<file path="src/acrs_pkg.sv">
// Package: constants, timing figures and state encodings for the ADC read sequencer host.
package acrs_pkg;
   localparam int unsigned CLK_PERIOD_PS = 25000;
   // Times as printed, in their own units.
   localparam int unsigned ACQ_MIN_NS       = 1000;
   localparam int unsigned START_PULSE_NS   = 25;
   localparam int unsigned GROUP_SKEW_MAX_US = 500;
   localparam int unsigned RESET_HIGH_NS    = 50;
   localparam int unsigned RESET_TO_START_NS = 25;
   localparam int unsigned START_TO_CS_NS   = 10;
   localparam int unsigned CS_TO_BUSY_NS    = 40;
   localparam int unsigned CS_TO_START_NS   = 10;
   localparam int unsigned STROBE_PULSE_NS  = 15;
   localparam int unsigned CONV_NOM_NS      = 3000;

   function automatic int unsigned cyc_min(input int unsigned ns);
      int unsigned c;
      c = (ns * 1000 + CLK_PERIOD_PS - 1) / CLK_PERIOD_PS;
      return (c < 1) ? 1 : c;
   endfunction : cyc_min

   localparam int unsigned ACQ_CYC         = cyc_min(ACQ_MIN_NS);
   localparam int unsigned START_PULSE_CYC = cyc_min(START_PULSE_NS);
   localparam int unsigned GROUP_SKEW_CYC  =
      (GROUP_SKEW_MAX_US * 1000 * 1000) / CLK_PERIOD_PS;
   localparam int unsigned RESET_HIGH_CYC  = cyc_min(RESET_HIGH_NS);
   localparam int unsigned RESET_GAP_CYC   = cyc_min(RESET_TO_START_NS);
   localparam int unsigned START_CS_CYC    = cyc_min(START_TO_CS_NS);
   localparam int unsigned CS_BUSY_CYC     = cyc_min(CS_TO_BUSY_NS);
   localparam int unsigned CS_START_CYC    = cyc_min(CS_TO_START_NS);
   localparam int unsigned STROBE_CYC      = cyc_min(STROBE_PULSE_NS);
   localparam int unsigned CONV_CYC        = CONV_NOM_NS * 1000 / CLK_PERIOD_PS;

   localparam int unsigned NUM_CHANNELS = 6;
   localparam int unsigned DATA_W       = 16;
   localparam int unsigned CH_W         = 3;
   localparam int unsigned FIFO_DEPTH   = 16;
   localparam int unsigned CNT_W        = 16;
   localparam logic [CNT_W-1:0] CNT_ZERO = 16'h0000;

   typedef enum logic [8:0] {
      ST_RESET   = 9'h001,
      ST_RGAP    = 9'h002,
      ST_IDLE    = 9'h004,
      ST_START_A = 9'h008,
      ST_START_B = 9'h010,
      ST_SLOW    = 9'h020,
      ST_WAITBSY = 9'h040,
      ST_READ    = 9'h080,
      ST_GAP     = 9'h100
   } acrs_state_type;
endpackage : acrs_pkg

</file>
<file path="src/acrs_fifo.sv">
// Synchronous FIFO with valid/ready on both sides.
`timescale 1ns/1ps
`default_nettype none
module acrs_fifo #(
   parameter int unsigned WIDTH = 19,
   parameter int unsigned DEPTH = 16
) (
   input  wire logic             clk,      // System clock
   input  wire logic             rst,      // Synchronous reset, active high
   input  wire logic [WIDTH-1:0] in_data,  // Write data
   input  wire logic             in_valid, // Write request
   output logic                  in_ready, // Space available
   output logic      [WIDTH-1:0] out_data, // Head word
   output logic                  out_valid,// Head word valid
   input  wire logic             out_ready // Consumer takes word
);
   localparam int unsigned AW = $clog2(DEPTH);
   logic [WIDTH-1:0] mem_r [DEPTH];
   logic [AW-1:0]    wr_r;
   logic [AW-1:0]    rd_r;
   logic [AW:0]      cnt_r;
   logic             push;
   logic             pop;

   assign in_ready  = (cnt_r != DEPTH[AW:0]);
   assign out_valid = (cnt_r != '0);
   assign out_data  = mem_r[rd_r];
   assign push      = in_valid && in_ready;
   assign pop       = out_valid && out_ready;

   always_ff @(posedge clk) begin
      if (push) begin
         mem_r[wr_r] <= in_data;
      end
   end

   always_ff @(posedge clk) begin
      if (rst) begin
         wr_r  <= '0;
         rd_r  <= '0;
         cnt_r <= '0;
      end else begin
         if (push) wr_r <= wr_r + 1'b1;
         if (pop) rd_r <= rd_r + 1'b1;
         if (push && !pop) cnt_r <= cnt_r + 1'b1;
         else if (pop && !push) cnt_r <= cnt_r - 1'b1;
      end
   end
endmodule : acrs_fifo
`default_nettype wire

</file>
<file path="src/acrs_host.sv">
// Host sequencer: drives conversion starts, device reset and parallel result reads.
`timescale 1ns/1ps
`default_nettype none
module acrs_host
   import acrs_pkg::*;
#(
   parameter int unsigned GROUP_SKEW_CYCLES = GROUP_SKEW_CYC
) (
   input  wire logic              CLK_SYS,        // 40 MHz system clock
   input  wire logic              RESET,          // Synchronous reset, active high
   input  wire logic              START_REQ,      // Pulse: run one conversion cycle
   input  wire logic              SPLIT_GROUPS,   // Start groups separately
   input  wire logic              READ_DURING,    // Read while busy is high
   input  wire logic              TIED_STROBES,   // Chip select and read strobe tied
   input  wire logic [CNT_W-1:0]  GROUP_DELAY,    // Cycles from group A to B start
   input  wire logic              BUSY,           // Device busy
   input  wire logic [DATA_W-1:0] PARALLEL_RESULT_BUS, // Device result bus
   output logic                   DEV_RESET,      // Device reset, active high
   output logic                   GROUP_A_CONVERT_START, // Group A start
   output logic                   GROUP_B_CONVERT_START, // Group B start
   output logic                   CS_N,           // Chip select, active low
   output logic                   RD_N,           // Read strobe, active low
   output logic                   IDLE,           // Ready for START_REQ
   output logic [DATA_W-1:0]      RESULT_DATA,    // FIFO head data
   output logic [CH_W-1:0]        RESULT_CHAN,    // FIFO head channel
   output logic                   RESULT_VALID,   // FIFO head valid
   input  wire logic              RESULT_READY    // Consumer takes head
);
   acrs_state_type     state_r;
   logic [CNT_W-1:0]   tmr_r;
   logic [31:0]        skew_r;
   logic [CNT_W-1:0]   acq_r;
   logic [CH_W-1:0]    ch_r;
   logic [2:0]         ph_r;
   logic               busy_d_r;
   logic               split_r;
   logic               during_r;
   logic               tied_r;
   logic               dev_rst_r;
   logic               sta_r;
   logic               stb_r;
   logic               cs_n_r;
   logic               rd_n_r;
   logic               idle_r;
   logic               push_r;
   logic [DATA_W-1:0]  wdata_r;
   logic [CH_W-1:0]    wchan_r;
   logic               f_ready;
   logic               f_valid;
   logic [DATA_W+CH_W-1:0] f_out;

   function automatic logic [CNT_W-1:0] c16(input int unsigned v);
      return v[CNT_W-1:0];
   endfunction : c16

   // ---------------------------------------------------------------
   // Acquisition timer, counts cycles since busy fell
   // ---------------------------------------------------------------
   always_ff @(posedge CLK_SYS) begin
      if (RESET) begin
         busy_d_r <= 1'b0;
         acq_r    <= c16(ACQ_CYC);
      end else begin
         busy_d_r <= BUSY;
         if (BUSY) acq_r <= CNT_ZERO;
         else if (acq_r != c16(ACQ_CYC)) acq_r <= acq_r + 1'b1;
      end
   end

   // ---------------------------------------------------------------
   // Sequencer
   // ---------------------------------------------------------------
   always_ff @(posedge CLK_SYS) begin
      if (RESET) begin
         state_r   <= ST_RESET;
         tmr_r     <= CNT_ZERO;
         skew_r    <= 32'h00000000;
         ch_r      <= '0;
         ph_r      <= 3'h0;
         split_r   <= 1'b0;
         during_r  <= 1'b0;
         tied_r    <= 1'b0;
         dev_rst_r <= 1'b1;
         sta_r     <= 1'b0;
         stb_r     <= 1'b0;
         cs_n_r    <= 1'b1;
         rd_n_r    <= 1'b1;
         idle_r    <= 1'b0;
         push_r    <= 1'b0;
         wdata_r   <= '0;
         wchan_r   <= '0;
      end else begin
         push_r <= 1'b0;
         if (tmr_r != CNT_ZERO) tmr_r <= tmr_r - 1'b1;
         if (skew_r != 32'h00000000) skew_r <= skew_r - 1;
         case (state_r)
            ST_RESET: begin
               if (tmr_r == CNT_ZERO && dev_rst_r) begin
                  tmr_r <= c16(RESET_HIGH_CYC - 1);
                  dev_rst_r <= 1'b1;
                  state_r <= ST_RGAP;
               end
            end
            ST_RGAP: begin
               if (dev_rst_r) begin
                  if (tmr_r == CNT_ZERO) begin
                     dev_rst_r <= 1'b0;
                     tmr_r <= c16(RESET_GAP_CYC);
                  end
               end else if (tmr_r == CNT_ZERO) begin
                  state_r <= ST_IDLE;
                  idle_r <= 1'b1;
               end
            end
            ST_IDLE: begin
               // Low time of the previous start pulse and the read gap both
               // expire before a new start; acquisition must also have run.
               if (START_REQ && tmr_r == CNT_ZERO && acq_r == c16(ACQ_CYC)
                   && !BUSY) begin
                  idle_r   <= 1'b0;
                  split_r  <= SPLIT_GROUPS;
                  during_r <= READ_DURING;
                  tied_r   <= TIED_STROBES;
                  sta_r    <= 1'b1;
                  stb_r    <= !SPLIT_GROUPS;
                  tmr_r    <= c16(START_PULSE_CYC - 1);
                  state_r  <= ST_START_A;
               end
            end
            ST_START_A: begin
               if (tmr_r == CNT_ZERO) begin
                  sta_r <= 1'b0;
                  stb_r <= 1'b0;
                  if (split_r) begin
                     // Clamp the requested skew to the allowed window.
                     skew_r <= (GROUP_DELAY > GROUP_SKEW_CYCLES) ?
                               GROUP_SKEW_CYCLES : 32'(GROUP_DELAY);
                     state_r <= ST_START_B;
                  end else begin
                     tmr_r <= c16(START_PULSE_CYC);
                     state_r <= ST_WAITBSY;
                  end
               end
            end
            ST_START_B: begin
               if (skew_r <= 32'(START_PULSE_CYC + 1) && !stb_r) begin
                  stb_r <= 1'b1;
                  tmr_r <= c16(START_PULSE_CYC - 1);
                  state_r <= ST_SLOW;
               end
            end
            ST_SLOW: begin
               if (tmr_r == CNT_ZERO) begin
                  stb_r <= 1'b0;
                  tmr_r <= c16(START_PULSE_CYC);
                  state_r <= ST_WAITBSY;
               end
            end
            ST_WAITBSY: begin
               // Device raises busy on the start edge; wait for the right window.
               if (during_r && BUSY) begin
                  if (tmr_r <= c16(START_PULSE_CYC - START_CS_CYC)) begin
                     cs_n_r <= 1'b0;
                     ch_r <= '0;
                     ph_r <= 3'h0;
                     state_r <= ST_READ;
                  end
               end else if (!during_r && !BUSY && busy_d_r) begin
                  cs_n_r <= 1'b0;
                  ch_r <= '0;
                  ph_r <= 3'h0;
                  state_r <= ST_READ;
               end
            end
            ST_READ: begin
               // Phases: 0 strobe low, 1 hold low, 2 capture, 3 high time.
               // Six words take well under busy minus the guard, so the read
               // during conversion ends early enough when the FIFO keeps up.
               ph_r <= ph_r + 3'h1;
               case (ph_r)
                  3'h0: rd_n_r <= tied_r ? 1'b1 : 1'b0;
                  3'h1: begin
                     if (tied_r) cs_n_r <= 1'b0;
                  end
                  3'h2: begin
                     if (f_ready) begin
                        wdata_r <= PARALLEL_RESULT_BUS;
                        wchan_r <= ch_r;
                        push_r  <= 1'b1;
                        rd_n_r  <= 1'b1;
                        if (tied_r) cs_n_r <= 1'b1;
                     end else begin
                        ph_r <= 3'h2;
                     end
                  end
                  3'h3: begin
                     ph_r <= 3'h0;
                     if (ch_r == CH_W'(NUM_CHANNELS - 1)) begin
                        cs_n_r <= 1'b1;
                        tmr_r <= c16(CS_START_CYC);
                        state_r <= ST_GAP;
                     end else begin
                        ch_r <= ch_r + 1'b1;
                        if (tied_r) cs_n_r <= 1'b0;
                        ph_r <= 3'h1;
                        rd_n_r <= tied_r ? 1'b1 : 1'b0;
                     end
                  end
                  default: ph_r <= 3'h0;
               endcase
            end
            ST_GAP: begin
               if (tmr_r == CNT_ZERO) begin
                  tmr_r <= c16(CS_START_CYC);
                  idle_r <= 1'b1;
                  state_r <= ST_IDLE;
               end
            end
            default: state_r <= ST_IDLE;
         endcase
      end
   end

   // ---------------------------------------------------------------
   // Output registers and result buffer
   // ---------------------------------------------------------------
   always_ff @(posedge CLK_SYS) begin
      if (RESET) begin
         DEV_RESET <= 1'b1;
         GROUP_A_CONVERT_START <= 1'b0;
         GROUP_B_CONVERT_START <= 1'b0;
         CS_N <= 1'b1;
         RD_N <= 1'b1;
         IDLE <= 1'b0;
      end else begin
         DEV_RESET <= dev_rst_r;
         GROUP_A_CONVERT_START <= sta_r;
         GROUP_B_CONVERT_START <= stb_r;
         CS_N <= cs_n_r;
         RD_N <= tied_r ? cs_n_r : rd_n_r;
         IDLE <= idle_r;
      end
   end

   acrs_fifo #(
      .WIDTH(DATA_W + CH_W),
      .DEPTH(FIFO_DEPTH)
   ) u_fifo (
      .clk      (CLK_SYS),
      .rst      (RESET),
      .in_data  ({wchan_r, wdata_r}),
      .in_valid (push_r),
      .in_ready (f_ready),
      .out_data (f_out),
      .out_valid(f_valid),
      .out_ready(RESULT_READY)
   );

   always_ff @(posedge CLK_SYS) begin
      if (RESET) begin
         RESULT_DATA  <= '0;
         RESULT_CHAN  <= '0;
         RESULT_VALID <= 1'b0;
      end else begin
         RESULT_DATA  <= f_out[DATA_W-1:0];
         RESULT_CHAN  <= f_out[DATA_W+CH_W-1:DATA_W];
         RESULT_VALID <= f_valid && !RESULT_READY;
      end
   end
endmodule : acrs_host
`default_nettype wire

</file>
<file path="config.mk">
export PLATFORM = sky130hd
export DESIGN_NAME = acrs_host
export DESIGN_NICKNAME = d
export VERILOG_FILES = /design/src/acrs_pkg.sv /design/src/acrs_fifo.sv /design/src/acrs_host.sv
export SDC_FILE = /design/constraint.sdc
export NUM_CORES = 1
export LEC_CHECK = 0
export ABC_AREA = 1
export BUFFER_PORTS_ARGS = -buffer_cell sky130_fd_sc_hd__buf_2
export CAP_MARGIN = 20
export CORE_ASPECT_RATIO = 1.4
export CORE_MARGIN = 5
export CORE_UTILIZATION = 55
export DETAILED_ROUTE_END_ITERATION = 7
export PLACE_DENSITY = 0.72
export SYNTH_ARGS = -nofsm -noshare
export SYNTH_HDL_FRONTEND = slang
export SYNTH_HIERARCHICAL = 1
export SYNTH_SLANG_ARGS = --single-unit
export TNS_END_PERCENT = 10
</file>
<file path="constraint.sdc">
create_clock -name CLK_SYS -period 3 [get_ports CLK_SYS]
set_input_delay 0.15 -clock CLK_SYS [delete_from_list [all_inputs] [get_ports CLK_SYS]]
set_output_delay 0.15 -clock CLK_SYS [all_outputs]
set_load 0.01 [all_outputs]
</file>
==> impl_metrics.json, run 1 <==
{
  "crit_fanout": 7,
  "min_period_ns": 2.433,
  "core_area_um2": 37420,
  "timing.final.crit_share_pct": 81.09,
  "required_ns": 3.44,
  "drv_slew": 0,
  "finClkSkew_ns": 0.01120,
  "synth_top_cell_area_share_pct": 44.06,
  "clock-sinks": 456,
  "arrival_ns": 2.88,
  "grt_max_degree": 77,
  "yosysTopAreaCell": "edfxtp_1",
  "syn-num-nets": 2384,
  "nets": 2494,
  "cts_resized": 0,
  "yosysUniqueCellTypes": 51,
  "die_h_um": 239.7,
  "routed_wl_um": 48830,
  "cts_inserted_buffers": 44,
  "finalSetupTns_ns": 0,
  "seq_area_um2": 12180,
  "ir_drop_mv": 0.6628,
  "detailed_place_hpwl_um": 30880,
  "cts_max_level": 2,
  "synth_common_cells": "nand2_1, inv_1, edfxtp_1",
  "fillers": 3078,
  "areaGrowthSynthToFinish_pct": 12.71,
  "cts_root_buf": "clkbuf_16",
  "finalSetupViolCount": 0,
  "die_w_um": 174.0,
  "yosys_warnings": 6,
  "syn_area_um2": 20720,
  "ys_ff_latch": 456,
  "drive_above_1_share_pct": 10.60,
  "antenna_cells": 0,
  "gp_congestion": 0.8913,
  "synth-main-ff-cell": "edfxtp_1",
  "syn_avg_cell_area_um2": 8.935,
  "cap_viol_max_count": 0,
  "gr-total-overflow": 0,
  "hold_violations": 0,
  "post-cts-setup-buffers": 0,
  "path_class": "reg -> reg",
  "hp-class": "in -> reg",
  "grt_antenna_before_repair": 0,
  "fmax_mhz": 411.0,
  "syn_inst": 2319,
  "drtIter0Drc": 1228,
  "postRouteAntennaNets": 0,
  "clk_pin_slew_worst_paths_ns": 0.06,
  "rsz0062_at_grt": "false",
  "synth_edf_count": 304,
  "vias": 15644,
  "grt_pass1_vias": 15454,
  "num_io_pins": 66,
  "cts_tree": "yes",
  "status": "completed",
  "ctsHoldBuffers": 36,
  "ys_top_cells_by_area": "edfxtp_1, dfxtp_1, nand2_1",
  "grt_pass1_wl_um": 78250,
  "end_kind": "flop",
  "fin_hold_ws_ns": 0.02736,
  "start_util_pct": 55.38,
  "total_power_mw": 18.15,
  "clk_latency_ns": 0.55,
  "multi_input_area_um2": 6797,
  "cts_buffer_depth": 3,
  "track_usage_pct": 23.23,
  "cellPowerDensity_nw_per_um2": 777.4,
  "vias_per_cell": 5.330,
  "async_reset_ff_share_pct": 0,
  "ys_seq_area_share_pct": 58.74,
  "dieArea_um2": 41710,
  "rows": 84,
  "tightest_slew_ns": 0.9674,
  "drcViolationCount": 0,
  "maxSlewHeadroom_pct": 35.11,
  "p_leak_nw": 10.29,
  "crit_path_start_kind": "flop",
  "synth.most_common_cell": "nand2_1",
  "wl_per_cell_um": 16.64,
  "drt_first_pass_iters": 7,
  "port_buffers": 65
}
-- worst max-delay path: stages, from the launching register on --
cell     delay [ns]
dfxtp_1        0.35
nor2_1         0.18
nand3_1        0.21
nand2_1        0.17
inv_1          0.13
ha_1           0.24
inv_1          0.17
ha_1           0.28
or2_2          0.29
nand3_1        0.09
nand2_1        0.04
o21ai_0        0.14
inv_1          0.05
-- registers in the layout, summed over array words and instances (netlist names), 3 cells and up, named ones only --
register and flops:
RESULT_DATA 16, acq_r 16, u_fifo/mem_r 304, wdata_r 16
u_fifo/wr_r 4, wchan_r 3, ch_r 3, RESULT_CHAN 3
u_fifo/cnt_r 5, ph_r 3, tmr_r 16, u_fifo/rd_r 4
skew_r 32, state_r 9
-- cells by family (layout without fill, tap and decap cells) --
family / after synthesis / in the layout / share of synthesized area (%)
AO/OA/AOI/OAI: 139 / 139 / 3.792
XOR/XNOR: 36 / 36 / 1.522
adder cells (fa/ha/maj): 25 / 25 / 1.546
flip-flops: 456 / 456 / 58.74
AND/OR/NAND/NOR: 1228 / 1228 / 25.75
buffers and inverters: 435 / 578 / 8.647
-- report_power, final --
group | internal [mW] | total (mW) | switching [mW]
registers | 7.01 | 7.35 | 0.343
logic | 1.89 | 5.45 | 3.57
clock network | 3.03 | 5.35 | 2.32
-- area by class of cell --
| type | instances | share of cell area [%] |
|---|---|---|
| inverter | 354 | 5.706 |
| tap | 473 | 2.534 |
| timing repair buffer | 145 | 4.565 |
| multi-input combinational | 1428 | 29.10 |
| sequential | 456 | 52.14 |
| clock inverter | 23 | 0.7769 |
| clock buffer | 56 | 5.170 |
-- cells in the final DEF (no fill, tap or decap), drive strengths merged, types with 24 or more instances in the layout --
| cell type | n |
|---|---|
| a21oi | 52 |
| buf | 109 |
| clkbuf | 56 |
| dfxtp | 152 |
| dlygate4sd3 | 36 |
| edfxtp | 304 |
| ha | 24 |
| inv | 352 |
| nand2 | 582 |
| nand3 | 298 |
| nor2 | 281 |
| nor3 | 31 |
| o21ai | 64 |
-- through the flow --
step	cell area (um2)	worst slack (ns)	util, %	instances
after floorplan	20720	0.7863	-	2319
after global placement	21600	0.5579	57.74	2820
after detailed placement	21600	0.5690	57.74	2820
after CTS	23350	0.5578	62.41	2935
after global routing	23350	0.2551	62.41	2935
final	23350	0.5672	62.41	2935
-- routing by layer --
layer  vias up  wire, um  share of wire, %  GRT usage, %
met2       498     25550                52         43.61
met3       113      2821               5.8         3.647
met5         -         0                 0             0
met1      7332     18780                38         26.61
met4         0      1681               3.4         8.788
li1       7701         -                 -             -
-- path summary, 6_finish.rpt --
| path | start | end | slack, ns | depth (start not counted) |
|---|---|---|---|---|
| max | u_fifo/cnt_r[1] | u_fifo/cnt_r[4] | 0.57 | 12 |
| min | RESET | busy_d_r | 0.03 | 2 |
| max reg2reg | u_fifo/cnt_r[1] | u_fifo/cnt_r[4] | 0.57 | 12 |
| min reg2reg | idle_r | IDLE | 0.45 | 2 |
Power figures use the tool's default switching activity.
==> run 2: changes to the inputs <==
Settings changed: PLACE_DENSITY 0.72 to 0.75.
Clock period 3 ns to 2.1 ns, I/O delays scaled along.
==> run 2 against run 1 <==
  * Sequential cell count unchanged
  * Largest power group unchanged
  * Power up 46%
  * Via count up 1.8%
  * Clock skew up 0.0031 ns
  * Combinational power up 56%
  * Count of clock-buffer cells in the layout up 2
  * Register-to-register slack worse by 0.46 ns
  * Clock power up 40%
  * Critical path type unchanged
  * Maximum frequency up 22%
  * Critical endpoint unchanged
  * Cell count up 1.3%
  * Setup slack worse by 0.46 ns
==> impl_metrics.json, run 2 (synthesis results as in run 1) <==
{
  "status": "completed",
  "fillers": 2955,
  "crit_buf_inv": 3,
  "m1WireLength_um": 18560,
  "core_area_um2": 37420,
  "vias_per_cell": 5.356,
  "min_period_ns": 1.994,
  "slowest_stage": "dfxtp_1",
  "largest_register_ffs": 304,
  "arrival_ns": 2.44,
  "drive_above_1_share_pct": 12.91,
  "port_buffers": 65,
  "cellPowerDensity_nw_per_um2": 1108,
  "clk_latency_ns": 0.55,
  "grt_max_degree": 129,
  "detailed_place_hpwl_um": 31730,
  "finalSetupTns_ns": 0,
  "p_leak_nw": 10.54,
  "finalSetupViolCount": 0,
  "drtIter0Drc": 1301,
  "drv_slew": 0,
  "cts_max_level": 2,
  "max_stage_delay_ns": 0.35,
  "crit_path_start_kind": "flop",
  "wl_met3_um": 3064,
  "path_cells": "nor2_2 -> nand3_2 -> nand2_2 -> inv_1 -> ha_1 -> inv_2 -> ha_4 -> or2_2 -> nand3_1 -> nand2_1 -> o21ai_1 -> inv_1",
  "largestRegisters": "u_fifo/mem_r (304), skew_r (32)",
  "total_power_mw": 26.48,
  "dr_wl_met2_um": 26080,
  "ir_drop_mv": 1.112,
  "cts_buffer_depth": 3,
  "maxSlewHeadroom_pct": 52.10,
  "finClkSkew_ns": 0.01429,
  "drt_first_pass_iters": 5,
  "areaGrowthSynthToFinish_pct": 15.36,
  "crit_fanout": 5,
  "die_w_um": 174.0,
  "cts_root_buf": "clkbuf_16",
  "gr-total-overflow": 0,
  "path_class": "reg -> reg",
  "antenna_cells": 0,
  "track_usage_pct": 23.40,
  "regMostFlops": "u_fifo/mem_r",
  "rows": 84,
  "clock-sinks": 456,
  "top_layer": "met4",
  "num_io_pins": 66,
  "grt_pass1_wl_um": 79060,
  "end_kind": "flop",
  "routed_wl_um": 49800,
  "cap_viol_max_count": 0,
  "hold_violations": 0,
  "final_common_cell": "nand2_1",
  "postRouteAntennaNets": 0,
  "cts_tree": "yes",
  "timing.final.crit_share_pct": 94.97,
  "place_area_um2": 22000,
  "nets": 2532,
  "dieArea_um2": 41710,
  "grt_antenna_before_repair": 0,
  "vias": 15928,
  "cts_inserted_buffers": 43,
  "hp-class": "in -> reg",
  "final_cell_mix": "nand2_1, inv_1, edfxtp_1, nand3_1, nor2_1",
  "start_util_pct": 55.38,
  "die_h_um": 239.7,
  "gp_congestion": 0.9289,
  "cpLargestDelayFamily": "simple AND/OR/NAND/NOR gates",
  "final_area_um2": 23900,
  "rsz0062_at_grt": "true",
  "fmax_mhz": 501.4,
  "utilization_pct": 63.88,
  "tightest_slew_ns": 0.7176,
  "clk_pin_slew_worst_paths_ns": 0.07,
  "required_ns": 2.54,
  "wl_per_cell_um": 16.75,
  "grt_pass1_vias": 15818,
  "cpMostUsedCell": "inv_1",
  "drcViolationCount": 0
}
run 2: cell count changes in the layout (fill, tap and decap cells not counted), moves of 4 or more:
cell and change:
buf_12 +14, buf_4 +23, inv_1 -4, inv_2 +4
nand2_1 -4, nand2_2 +4, nor2_1 -7, nor2_2 +5
run 2: worst reg2reg max path, cell delays in order, from the launching register on:
cell and delay (ns):
dfxtp_1 0.35, nor2_2 0.14, nand3_2 0.11, nand2_2 0.07, inv_1 0.05, ha_1 0.22
inv_2 0.15, ha_4 0.23, or2_2 0.28, nand3_1 0.09, nand2_1 0.05, o21ai_1 0.11
inv_1 0.04
run 2: layout make-up:
cell class / count / area, um2 / area share [%]
well taps: 473 / 591.8 / 2.476
clock inverters: 21 / 158.9 / 0.6648
clock buffers: 58 / 1205 / 5.041
repair buffers: 184 / 1539 / 6.438
inverters: 354 / 1333 / 5.575
flip-flops and latches: 456 / 12180 / 50.97
multi-input cells: 1428 / 6893 / 28.84
run 2: path summary, 6_finish.rpt:
check	from	to	slack [ns]	depth (start not counted)
setup / recovery	u_fifo/cnt_r[3]	u_fifo/cnt_r[4]	0.11	12
hold / removal	START_REQ	state_r[2]	0.09	6
setup reg to reg	u_fifo/cnt_r[3]	u_fifo/cnt_r[4]	0.11	12
hold reg to reg	idle_r	IDLE	0.46	2
run 2: report_power, final:
part	switching [mW]	internal (mW)	total [mW]
clock	3.29	4.20	7.49
combinational	5.33	3.19	8.52
sequential	0.462	10.0	10.5
total	9.08	17.4	26.5
run 2: routing by layer:
layer,GRT usage (%),vias to the layer above
met5,0,-
li1,-,7780
met2,43.24,562
met4,10.20,0
met3,3.110,162
met1,27.20,7424
run 2: metrics by stage:
stage | instances | setup slack (ns) | hold WS (ns)
global route | 2974 | -0.01829 | 0.09291
floorplan | 2319 | -0.1137 | 0.1741
finish | 2974 | 0.1056 | 0.08819
global placement | 2849 | 0.003721 | 0.3393
detailed placement | 2849 | -0.02766 | 0.3468
CTS | 2966 | 0.004204 | 0.07103
run 2: what timing repair did:
action	CTS	global route
buffers inserted	0	8
pin swaps	0	11
hold endpoints to repair	47	0
cloned	0	0
endpoints found under the setup margin	2	47
resized for setup	2	30
hold buffers	38	0
